==> src/core/irq1_pkg.sv <==
/*
 * Shared constants for the first interrupt bank: word indices of the flag,
 * mask and raw status registers, field positions, reset values and the
 * layout of the raw status inputs.
 * Assumes a 32-bit APB slave in which register index n sits at byte 4*n.
 */
package irq1_pkg;
    localparam int REG_W     = 16;
    localparam int FLAG_REGS = 7;
    localparam int FLAG_BITS = REG_W * FLAG_REGS;
    localparam int MASK_REGS = 32;
    localparam int IDX_W     = 14;
    localparam int ADDR_W    = 16;

    localparam logic [IDX_W-1:0] IDX_WATERMARK    = 14'h1817;
    localparam logic [IDX_W-1:0] IDX_TRANSFER     = 14'h1818;
    localparam logic [IDX_W-1:0] IDX_FIRST_START  = 14'h181a;
    localparam logic [IDX_W-1:0] IDX_SECOND_START = 14'h181b;
    localparam logic [IDX_W-1:0] IDX_BUSY         = 14'h181d;
    localparam logic [IDX_W-1:0] IDX_MEMIF_DONE   = 14'h181e;
    localparam logic [IDX_W-1:0] IDX_MEMIF_BLOCK  = 14'h181f;
    localparam logic [IDX_W-1:0] IDX_FLAG_FIRST   = 14'h1800;
    localparam logic [IDX_W-1:0] IDX_MASK_FIRST   = 14'h1840;
    localparam logic [IDX_W-1:0] IDX_BOOT_RAW     = 14'h1880;
    localparam logic [IDX_W-1:0] IDX_LOOP_RAW     = 14'h1881;
    localparam logic [IDX_W-1:0] IDX_JACK_RAW     = 14'h1886;
    localparam logic [IDX_W-1:0] IDX_CONV_RAW     = 14'h1888;
    localparam logic [IDX_W-1:0] IDX_SHORT_RAW    = 14'h188b;
    localparam logic [IDX_W-1:0] IDX_ENDONE_RAW   = 14'h188c;

    localparam logic [IDX_W-1:0] FLAG_IDX [FLAG_REGS] = '{IDX_WATERMARK, IDX_TRANSFER,
        IDX_FIRST_START, IDX_SECOND_START, IDX_BUSY, IDX_MEMIF_DONE, IDX_MEMIF_BLOCK};
    localparam logic [REG_W-1:0] FLAG_USED [FLAG_REGS] = '{16'h00ff, 16'h007f, 16'h007f,
        16'h007f, 16'h007f, 16'h0007, 16'h0007};

    localparam logic [REG_W-1:0] FLAG_RESET      = 16'h0000;
    localparam logic [REG_W-1:0] MASK_RESET      = 16'hffff;
    localparam logic [REG_W-1:0] BOOT_MASK_RESET = 16'hff7f;
    localparam int               BOOT_MASK_SLOT  = 0;

    localparam int POS_CTRL_ERR = 12;
    localparam int POS_BOOT     = 7;
    localparam int POS_LOOP_LO  = 8;
    localparam int POS_CLAMP    = 4;
    localparam int POS_JACK2    = 2;
    localparam int POS_JACK1    = 0;
    localparam int POS_CONV_LO  = 8;
    localparam int POS_SIG_LO   = 0;

    typedef struct packed {
        logic [7:0] enable_done;
        logic [7:0] shorted;
        logic [1:0] signal;
        logic [3:0] conv_lock;
        logic       jack2_pin;
        logic       jack1_pin;
        logic       clamp;
        logic [2:0] loop_lock;
        logic       boot_done;
        logic       ctrl_err;
    } raw_in_s;

    function automatic logic [2:0] flag_slot(input logic [IDX_W-1:0] idx);
        logic [2:0] slot;
        slot = 3'd7;
        for (int i = 0; i < FLAG_REGS; i++) begin
            if (idx == FLAG_IDX[i]) begin
                slot = 3'(i);
            end
        end
        return slot;
    endfunction : flag_slot
endpackage : irq1_pkg

==> src/core/flag_port_if.sv <==
/*
 * Carrier between the register front end and the sticky flag bank:
 * event levels and write-one clears in, flag state out.
 * Assumes both ends run on the same clock.
 */
interface flag_port_if;
    import irq1_pkg::*;
    logic [FLAG_BITS-1:0] level;
    logic [FLAG_BITS-1:0] clear;
    logic [FLAG_BITS-1:0] flag;
    modport bank (input level, input clear, output flag);
    modport owner (output level, output clear, input flag);
endinterface : flag_port_if

==> src/core/input_sync.sv <==
/*
 * Two-stage synchroniser for a vector of asynchronous levels.
 * Assumes each bit is an independent slow level; no word coherence.
 */
module input_sync #(
    parameter int W = 1
) (
    input  wire logic         clk,
    input  wire logic         rst,
    input  wire logic [W-1:0] d,
    output logic      [W-1:0] q
);
    logic [W-1:0] meta_reg;
    logic [W-1:0] sync_reg;

    always_ff @(posedge clk) begin
        if (rst) begin
            meta_reg <= '0;
            sync_reg <= '0;
        end else begin
            meta_reg <= d;
            sync_reg <= meta_reg;
        end
    end

    assign q = sync_reg;
endmodule : input_sync

==> src/core/flag_bank.sv <==
/*
 * Sticky rising-edge flags with write-one clear.
 * Assumes levels come from logic on the same clock.
 */
module flag_bank
    import irq1_pkg::*;
(
    input  wire logic  clk,
    input  wire logic  rst,
    flag_port_if.bank  port
);
    logic [FLAG_BITS-1:0] prev_reg;
    logic [FLAG_BITS-1:0] flag_reg;

    always_ff @(posedge clk) begin
        if (rst) begin
            prev_reg <= '0;
        end else begin
            prev_reg <= port.level;
        end
    end

    // new edge outranks a clear in the same cycle
    always_ff @(posedge clk) begin
        if (rst) begin
            flag_reg <= '0;
        end else begin
            flag_reg <= (flag_reg & ~port.clear) | (port.level & ~prev_reg);
        end
    end

    assign port.flag = flag_reg;
endmodule : flag_bank

==> src/core/irq1_flag_mask_raw_status.sv <==
/*
 * First interrupt bank: sticky edge flags for event-log watermarks, core
 * transfer, start and busy events and memory-interface done/block, a mask
 * array, read-only raw status and a level interrupt output, all on APB.
 * Assumes event levels come from same-clock logic; raw status levels and
 * jack pins are asynchronous and pass a synchroniser.
 */
module irq1_flag_mask_raw_status
    import irq1_pkg::*;
(
    input  wire logic              clk,
    input  wire logic              rst,
    input  wire logic [ADDR_W-1:0] paddr,
    input  wire logic              psel,
    input  wire logic              penable,
    input  wire logic              pwrite,
    input  wire logic [31:0]       pwdata,
    input  wire logic [3:0]        pstrb,
    output logic      [31:0]       prdata,
    output logic                   pready,
    output logic                   pslverr,
    input  wire logic [7:0]        log_watermark_level,
    input  wire logic [6:0]        core_transfer_level,
    input  wire logic [6:0]        core_first_start_level,
    input  wire logic [6:0]        core_second_start_level,
    input  wire logic [6:0]        core_busy_level,
    input  wire logic [2:0]        memif_complete_level,
    input  wire logic [2:0]        memif_blocked_level,
    input  wire logic              host_port_error_raw,
    input  wire logic              boot_complete_raw,
    input  wire logic [2:0]        loop_locked_raw,
    input  wire logic              mic_clamp_active_raw,
    input  wire logic              jack_sense_pin1,
    input  wire logic              jack_sense_pin2,
    input  wire logic [3:0]        converter_locked_raw,
    input  wire logic [1:0]        range_proc_signal_raw,
    input  wire logic [7:0]        output_short_raw,
    input  wire logic [7:0]        output_enable_done_raw,
    output logic                   irq
);
    raw_in_s               raw_async;
    raw_in_s               raw_sync;
    logic [IDX_W-1:0]      idx;
    logic                  setup_phase;
    logic                  write_fire;
    logic [REG_W-1:0]      lanes;
    logic [2:0]            slot;
    logic                  mask_hit;
    logic [IDX_W-1:0]      mask_off;
    logic [4:0]            mask_slot;
    logic [REG_W-1:0]      mask_reg [MASK_REGS];
    logic [FLAG_REGS-1:0]  pending;
    logic                  irq_reg;
    logic [REG_W-1:0]      rd_next;
    logic                  err_next;
    logic [31:0]           rdata_reg;
    logic                  err_reg;

    flag_port_if flags ();

    // raw status levels cross in from outside this clock
    assign raw_async.enable_done = output_enable_done_raw;
    assign raw_async.shorted     = output_short_raw;
    assign raw_async.signal      = range_proc_signal_raw;
    assign raw_async.conv_lock   = converter_locked_raw;
    assign raw_async.jack2_pin   = jack_sense_pin2;
    assign raw_async.jack1_pin   = jack_sense_pin1;
    assign raw_async.clamp       = mic_clamp_active_raw;
    assign raw_async.loop_lock   = loop_locked_raw;
    assign raw_async.boot_done   = boot_complete_raw;
    assign raw_async.ctrl_err    = host_port_error_raw;

    input_sync #(
        .W ($bits(raw_in_s))
    ) u_raw_sync (
        .clk (clk),
        .rst (rst),
        .d   (raw_async),
        .q   (raw_sync)
    );

    // event levels, one 16-bit lane per flag register; spare bits never rise
    assign flags.level[0*REG_W +: REG_W] = {8'h00, log_watermark_level};
    assign flags.level[1*REG_W +: REG_W] = {9'h000, core_transfer_level};
    assign flags.level[2*REG_W +: REG_W] = {9'h000, core_first_start_level};
    assign flags.level[3*REG_W +: REG_W] = {9'h000, core_second_start_level};
    assign flags.level[4*REG_W +: REG_W] = {9'h000, core_busy_level};
    assign flags.level[5*REG_W +: REG_W] = {13'h0000, memif_complete_level};
    assign flags.level[6*REG_W +: REG_W] = {13'h0000, memif_blocked_level};

    flag_bank u_flags (
        .clk  (clk),
        .rst  (rst),
        .port (flags)
    );

    // APB decode: register index n lives at byte address 4*n
    assign idx         = paddr[ADDR_W-1:2];
    assign setup_phase = psel & ~penable;
    assign write_fire  = psel & penable & pwrite;
    assign lanes       = {{8{pstrb[1]}}, {8{pstrb[0]}}};
    assign slot        = flag_slot(idx);
    assign mask_off    = idx - IDX_MASK_FIRST;
    assign mask_hit    = (idx >= IDX_MASK_FIRST) && (mask_off < IDX_W'(MASK_REGS));
    assign mask_slot   = mask_off[4:0];
    assign pready      = 1'b1;

    // write-one clear; zero bits and closed byte lanes leave flags alone
    generate
        for (genvar g = 0; g < FLAG_REGS; g++) begin : g_clear
            assign flags.clear[g*REG_W +: REG_W] =
                (write_fire && slot == 3'(g)) ? (pwdata[REG_W-1:0] & lanes & FLAG_USED[g])
                                              : FLAG_RESET;
        end
    endgenerate

    // mask array, one word per index of the 32-index flag window, mirrored 64 indices up
    generate
        for (genvar m = 0; m < MASK_REGS; m++) begin : g_mask
            always_ff @(posedge clk) begin
                if (rst) begin
                    mask_reg[m] <= (m == BOOT_MASK_SLOT) ? BOOT_MASK_RESET : MASK_RESET;
                end else if (write_fire && mask_hit && mask_slot == 5'(m)) begin
                    mask_reg[m] <= (mask_reg[m] & ~lanes) | (pwdata[REG_W-1:0] & lanes);
                end
            end
        end
    endgenerate

    // per-register pending: flag set and mask bit clear
    generate
        for (genvar p = 0; p < FLAG_REGS; p++) begin : g_pend
            localparam logic [IDX_W-1:0] MOFF = FLAG_IDX[p] - IDX_FLAG_FIRST;
            assign pending[p] = |(flags.flag[p*REG_W +: REG_W] & ~mask_reg[MOFF[4:0]]);
        end
    endgenerate

    always_ff @(posedge clk) begin
        if (rst) begin
            irq_reg <= 1'b0;
        end else begin
            irq_reg <= |pending;
        end
    end

    assign irq = irq_reg;

    // read data assembled during setup, held through the access phase
    always_comb begin
        rd_next  = '0;
        err_next = 1'b0;
        if (slot != 3'd7) begin
            rd_next = flags.flag[slot*REG_W +: REG_W];
        end else if (mask_hit) begin
            rd_next = mask_reg[mask_slot];
        end else begin
            unique case (idx)
                IDX_BOOT_RAW: begin
                    rd_next[POS_CTRL_ERR] = raw_sync.ctrl_err;
                    rd_next[POS_BOOT]     = raw_sync.boot_done;
                end
                IDX_LOOP_RAW: begin
                    rd_next[POS_LOOP_LO +: 3] = raw_sync.loop_lock;
                end
                IDX_JACK_RAW: begin
                    rd_next[POS_CLAMP] = raw_sync.clamp;
                    rd_next[POS_JACK2] = ~raw_sync.jack2_pin;
                    rd_next[POS_JACK1] = ~raw_sync.jack1_pin;
                end
                IDX_CONV_RAW: begin
                    rd_next[POS_CONV_LO +: 4] = raw_sync.conv_lock;
                    rd_next[POS_SIG_LO +: 2]  = raw_sync.signal;
                end
                IDX_SHORT_RAW: begin
                    rd_next[7:0] = raw_sync.shorted;
                end
                IDX_ENDONE_RAW: begin
                    rd_next[7:0] = raw_sync.enable_done;
                end
                default: begin
                    err_next = 1'b1;
                end
            endcase
        end
    end

    always_ff @(posedge clk) begin
        if (rst) begin
            rdata_reg <= '0;
        end else if (setup_phase) begin
            rdata_reg <= pwrite ? 32'h0000_0000 : {16'h0000, rd_next};
        end
    end

    always_ff @(posedge clk) begin
        if (rst) begin
            err_reg <= 1'b0;
        end else if (setup_phase) begin
            err_reg <= err_next;
        end
    end

    assign prdata  = rdata_reg;
    assign pslverr = err_reg & psel & penable;
endmodule : irq1_flag_mask_raw_status

==> config.mk <==
export PLATFORM = sky130hd
export DESIGN_NAME = irq1_flag_mask_raw_status
export DESIGN_NICKNAME = d
export VERILOG_FILES = /design/src/core/irq1_pkg.sv /design/src/core/flag_port_if.sv /design/src/core/input_sync.sv /design/src/core/flag_bank.sv /design/src/core/irq1_flag_mask_raw_status.sv
export SDC_FILE = /design/constraint.sdc
export NUM_CORES = 1
export LEC_CHECK = 0
export CORE_ASPECT_RATIO = 1.1
export CORE_MARGIN = 10
export CORE_UTILIZATION = 50
export DETAILED_ROUTE_END_ITERATION = 10
export DONT_BUFFER_PORTS = 1
export MAX_ROUTING_LAYER = met4
export PLACE_DENSITY_LB_ADDON = 0.08
export SKIP_CTS_REPAIR_TIMING = 1
export SLEW_MARGIN = 20
export SYNTH_ARGS = -nofsm -noshare
export SYNTH_HDL_FRONTEND = slang
export SYNTH_SLANG_ARGS = --single-unit
==> constraint.sdc <==
create_clock -name clk -period 3.1 [get_ports clk]
set_clock_uncertainty 0.05 [all_clocks]
set_input_delay 0.62 -clock clk [delete_from_list [all_inputs] [get_ports clk]]
set_output_delay 0.62 -clock clk [all_outputs]
set_load 0.05 [all_outputs]
==> results of run 1 <==
[layer usage]
layer  wire [um]  vias up  GRT usage
li1            -    10300          -
met1       41710    11690     0.3553
met2       51530     1185     0.4453
met3        9438      234    0.05250
met4        5889        0     0.1434
met5           0        -          -
[cell usage after synthesis, types with 10 or more instances]
master      n  share of area
buf_2      44         0.0066
nand2b_1  552           0.10
nand2_1    68         0.0077
a221oi_1   11         0.0029
nor2_1     46         0.0052
inv_1      44         0.0050
mux2i_1    49          0.015
o22ai_1    23         0.0043
edfxtp_1  512           0.46
a21oi_1    67          0.010
nor2_4     10         0.0034
nor2b_1   113          0.021
o21ai_0    64         0.0097
o21bai_1   28         0.0063
dfxtp_1   162          0.098
buf_4      49          0.011
nand3_1   525          0.079
a211oi_1   11         0.0025
clkbuf_1  149          0.017
a22oi_1    25         0.0057
o211ai_1   18         0.0041
mux4_2    124          0.084
[cells by family after synthesis]
logic type	after synthesis
AOI/OAI and AO/OA	305
xor gates and xnor gates	1
buffers and inverters	294
DFF	674
muxes	182
other	2
and+or+nand+nor	1369
[worst max-delay path: stages (launching register included)]
cell	delay, ns
edfxtp_1	0.54
mux4_2	0.59
a22o_1	0.26
a221oi_1	0.38
o22ai_1	0.16
o211ai_1	0.25
nand3_1	0.11
[metrics by stage]
stage | setup TNS (ns) | power [W]
after floorplan | -4.920 | 0.01103
after global placement | 0 | 0.01128
after detailed placement | 0 | 0.01129
after CTS | 0 | 0.01956
after global routing | 0 | 0.02001
final | 0 | 0.01942
[report_power, final]
part / switching (W) / total (W) / internal (W)
clock network: 0.00371 / 0.00831 / 0.00459
registers: 0.0000692 / 0.00985 / 0.00978
logic: 0.000761 / 0.00127 / 0.000504
[worst max-delay path by stage]
stage,startpoint,end,slack (ns),cells after the start
floorplan,paddr[10],mask_reg[3][0],-0.03,6
global placement,paddr[10],mask_reg[24][3],0.17,7
detailed placement,paddr[10],mask_reg[24][3],0.14,7
CTS,mask_reg[23][7],prdata[7],0.63,6
global route,mask_reg[23][7],prdata[7],0.56,6
finish,mask_reg[23][7],prdata[7],0.63,6
[area by class of cell]
class | count | area share
inverter | 47 | 0.004783
sequential | 674 | 0.5047
timing repair buffer | 158 | 0.04097
antenna | 1 | 0.00006784
multi-input combinational | 1874 | 0.3595
clock buffer | 104 | 0.05471
clock inverter | 31 | 0.006377
tap | 850 | 0.02883
==> results_dict.tcl, run 1 <==
set metrics [dict create \
    reg2reg_from "mask_reg[23][7]" \
    drt_pass1_iterations 5 \
    antenna_found_initial 1 \
    reg2reg_depth 6 \
    core_region_area_mm2 0.06536 \
    htreeDepth 3 \
    grt_pass1_vias 23260 \
    fp.dieW_um 265.4 \
    cts.clk_slew.worst_paths_ns 0.06 \
    hpwl_um 69850 \
    drc_errors 0 \
    crit_path_max_fanout 3 \
    crit_path_start_kind "register" \
    final_common_cell "nand2b_1" \
    grt-ovfl-total 0 \
    r2r-end "prdata[7]" \
    ys_warn_count 0 \
    cts_buffer_depth 3 \
    rows 98 \
    period_share 0.7979 \
    boundaryPins 164 \
    start_util 0.5067 \
    nFillCells 5524 \
    syn_to_final_growth_pct 11.39 \
    outcome "finished, final reports clean" \
    root_buffer "clkbuf_16" \
    wl_per_cell_um 29.04 \
    synthDistinctLibCells 72 \
    die_h_um 289.9 \
    final_area_mm2 0.03689 \
    grt_max_degree 265 \
    fin_nets 2958 \
    min_to "u_flags.port.flag[65]" \
    port_buffers 0 \
    cp-end-kind "register" \
    cts_tree "done" \
    cp_data_arrival_time_ns 2.93 \
    power_density_mw_per_mm2 526.6 \
    hold_path_depth 1 \
    final-seq-area_mm2 0.01862 \
    ys_ff_latch 674 \
    leakage_nw 11.03 \
    mostFrequentLayoutCells "nand2b_1, nand3_1, edfxtp_1" \
    grt_usage 0.2862 \
    finalSetupViolCount 0 \
    viasPerCell 6.260 \
    netlist_area_mm2 0.03312 \
    synthAdderAreaFrac 0 \
    cts_buffers 74 \
    drive_gt1_frac 0.1510 \
    die_area_mm2 0.07694 \
    hold_path_class "input pin to register" \
    reg2reg_slack_ns 0.63 \
    fin_ws_ns 0.6265 \
    multi_input_area_mm2 0.01326 \
    min_period_ns 2.474 \
    ant_nets 0 \
    yosys.area_share.simple 0.2340 \
    grt_first_pass_wirelength_um 159200 \
    ys_seq_area_frac 0.5622 \
    synthFlopType "edfxtp_1" \
    synth_compound_area_frac 0.06034 \
    gp_congestion 0.9428 \
    dp_slack_ns 0.1355 \
    drt_iter0_drc 2749 \
    hold_path_startpoint "rst" \
    fin_util 0.5644 \
    cts.sinks 674 \
    ir_drop_v 0.0004967 \
    synth_edf_count 512 \
    synthMuxAreaShare 0.1022 \
    synthArstFlopShare 0 \
    slew_violations 0 \
    postSynthCellCount 2827 \
    wl_um 108600 \
    clk_latency_ns 0.63 \
    drv_cap 0 \
    stdcell_count 3739 \
    worstMarginPinSlew_ns 0.8484 \
    syn_avg_cell_area_um2 11.71 \
    vias 23410 \
    hold_viol_final 0 \
    place_area_mm2 0.03463 \
    timing.slew.headroom 0.4330 \
    max_freq_mhz 404.3 \
    synth_xor_area_frac 0.0002645 \
    path_class "register to register" \
    synth_top_family_by_area "simple AND/OR/NAND/NOR gates" \
    whs_ns 0.02130 \
    largest_reg_flops 512 \
    rsz0062_at_grt "no" \
    place_inst 3603 \
    worstPathRequired_ns 3.55 \
]
Power figures use the tool's default switching activity.
==> run 2, diff against run 1 <==
==> constraint.sdc (replaced) <==
create_clock -name clk -period 2.25 [get_ports clk]
set_clock_uncertainty 0.05 [all_clocks]
set_input_delay 0.45 -clock clk [delete_from_list [all_inputs] [get_ports clk]]
set_output_delay 0.45 -clock clk [all_outputs]
set_load 0.05 [all_outputs]
==> run 2 against run 1 <==
Net effect: sequential cell count is the same; clock power grew 37%; first-iteration DRC count shrank 1.9%; routed wire length grew 0.90%; sequential share of layout area shrank 3.3 points.
==> results_dict.tcl, run 2 (synthesized netlist as in run 1, its figures left out) <==
set metrics [dict create \
    final-seq-area_mm2 0.01862 \
    final_common_cell "nand2b_1" \
    fin_nets 3144 \
    cts_buffers 70 \
    cp-end-kind "register" \
    nFillCells 5226 \
    whs_ns 0.04763 \
    vias 24220 \
    antenna_found_initial 1 \
    seq_power_share 0.502 \
    fp.dieW_um 265.4 \
    power_density_mw_per_mm2 683.9 \
    grt_first_pass_wirelength_um 158100 \
    p_comb_frac 0.077 \
    period_share 0.9772 \
    drc_errors 0 \
    hold_path_class "input pin to register" \
    viasPerCell 6.188 \
    p_sw_w 0.006200 \
    drv_cap 0 \
    mostFrequentLayoutCells "nand2b_1, nand3_1, edfxtp_1" \
    slew_violations 0 \
    timing.slew.headroom 0.4473 \
    worstMarginPinSlew_ns 0.8270 \
    drive_gt1_frac 0.1834 \
    wl_um 109500 \
    rows 98 \
    setup_tns_ns 0 \
    drt_pass1_iterations 7 \
    ir_drop_v 0.0005912 \
    drt_iter0_drc 2698 \
    leakage_nw 12.22 \
    max_freq_mhz 454.8 \
    cts.clk_slew.worst_paths_ns 0.07 \
    netSwitchingFraction 0.2295 \
    grt_pass1_vias 23450 \
    cts_tree "done" \
    htreeDepth 3 \
    core_region_area_mm2 0.06536 \
    cts_buffer_depth 3 \
    cp_data_arrival_time_ns 2.72 \
    hold_viol_final 0 \
    multi_input_area_mm2 0.01365 \
    clk_latency_ns 0.62 \
    grt_usage 0.2831 \
    finalSetupViolCount 0 \
    worstPathRequired_ns 2.77 \
    outcome "finished, final reports clean" \
    clkPwrFrac 0.421 \
    crit_path_start_kind "input pin" \
    ant_nets 0 \
    wl_per_cell_um 27.99 \
    grt-ovfl-total 0 \
    gp_congestion 0.9699 \
    path_class "input pin to register" \
    largest_reg_flops 512 \
    cts.sinks 674 \
    diodes 0 \
    die_h_um 289.9 \
    die_area_mm2 0.07694 \
    hpwl_um 71230 \
    boundaryPins 164 \
    syn_to_final_growth_pct 19.30 \
    crit_path_max_fanout 180 \
    internal_power_w 0.02082 \
    port_buffers 0 \
    grt_max_degree 265 \
    min_period_ns 2.199 \
    start_util 0.5067 \
    root_buffer "clkbuf_16" \
]
[run 2: worst paths after layout]
| kind | end | slack, ns | cells after the start | start |
|---|---|---|---|---|
| worst max register to register | prdata[0] | 0.06 | 7 | mask_reg[2][0] |
| worst min register to register | u_raw_sync.q[18] | 0.38 | 1 | u_raw_sync.meta_reg[18] |
| worst min-delay path | irq | 0.05 | 2 | rst |
| worst max-delay path | err_reg | 0.05 | 8 | paddr[3] |
[run 2: final cells by class]
type	count	share of cell area
repair buffers	348	0.09647
clock inverters	33	0.005796
multi-input cells	1874	0.3456
clock buffers	88	0.04950
inverters	47	0.004466
flip-flops and latches	674	0.4713
well taps	850	0.02692
[run 2: through the flow]
step | setup slack [ns] | utilization | power (W) | instances | area [um2]
finish | 0.05127 | 0.6045 | 0.02702 | 3914 | 39510
floorplan | -0.1449 | - | 0.01524 | 2842 | 33660
CTS | -0.06278 | 0.5863 | 0.02694 | 3801 | 38320
global placement | -0.2558 | 0.5529 | 0.01567 | 3680 | 36140
detailed placement | -0.2951 | 0.5529 | 0.01569 | 3680 | 36140
global route | -0.003501 | 0.6045 | 0.02779 | 3914 | 39510
[run 2: critical path: stages]
cell           delay [ns]
o211ai_1             0.52
o21ai_0              0.26
a21o_1               0.28
a221oi_1             0.30
buf_4                0.15
a21oi_1              0.03
nor2_1               0.08
dlygate4sd3_1        0.54
[run 2: routing by layer]
metal / part of all wire / track usage / wire, um
met5: 0 / - / 0
met4: 0.039 / 0.1070 / 4270
met2: 0.47 / 0.4340 / 51360
met1: 0.41 / 0.3740 / 44680
met3: 0.084 / 0.04743 / 9239
[run 2: power by group through the flow]
stage | combinational (W) | sequential (W) | clock [W]
floorplan | 0.00145 | 0.0138 | 0
finish | 0.00209 | 0.0136 | 0.0114
global placement | 0.00184 | 0.0138 | 0
detailed placement | 0.00185 | 0.0138 | 0
CTS | 0.00187 | 0.0136 | 0.0115
global route | 0.00222 | 0.0136 | 0.0120
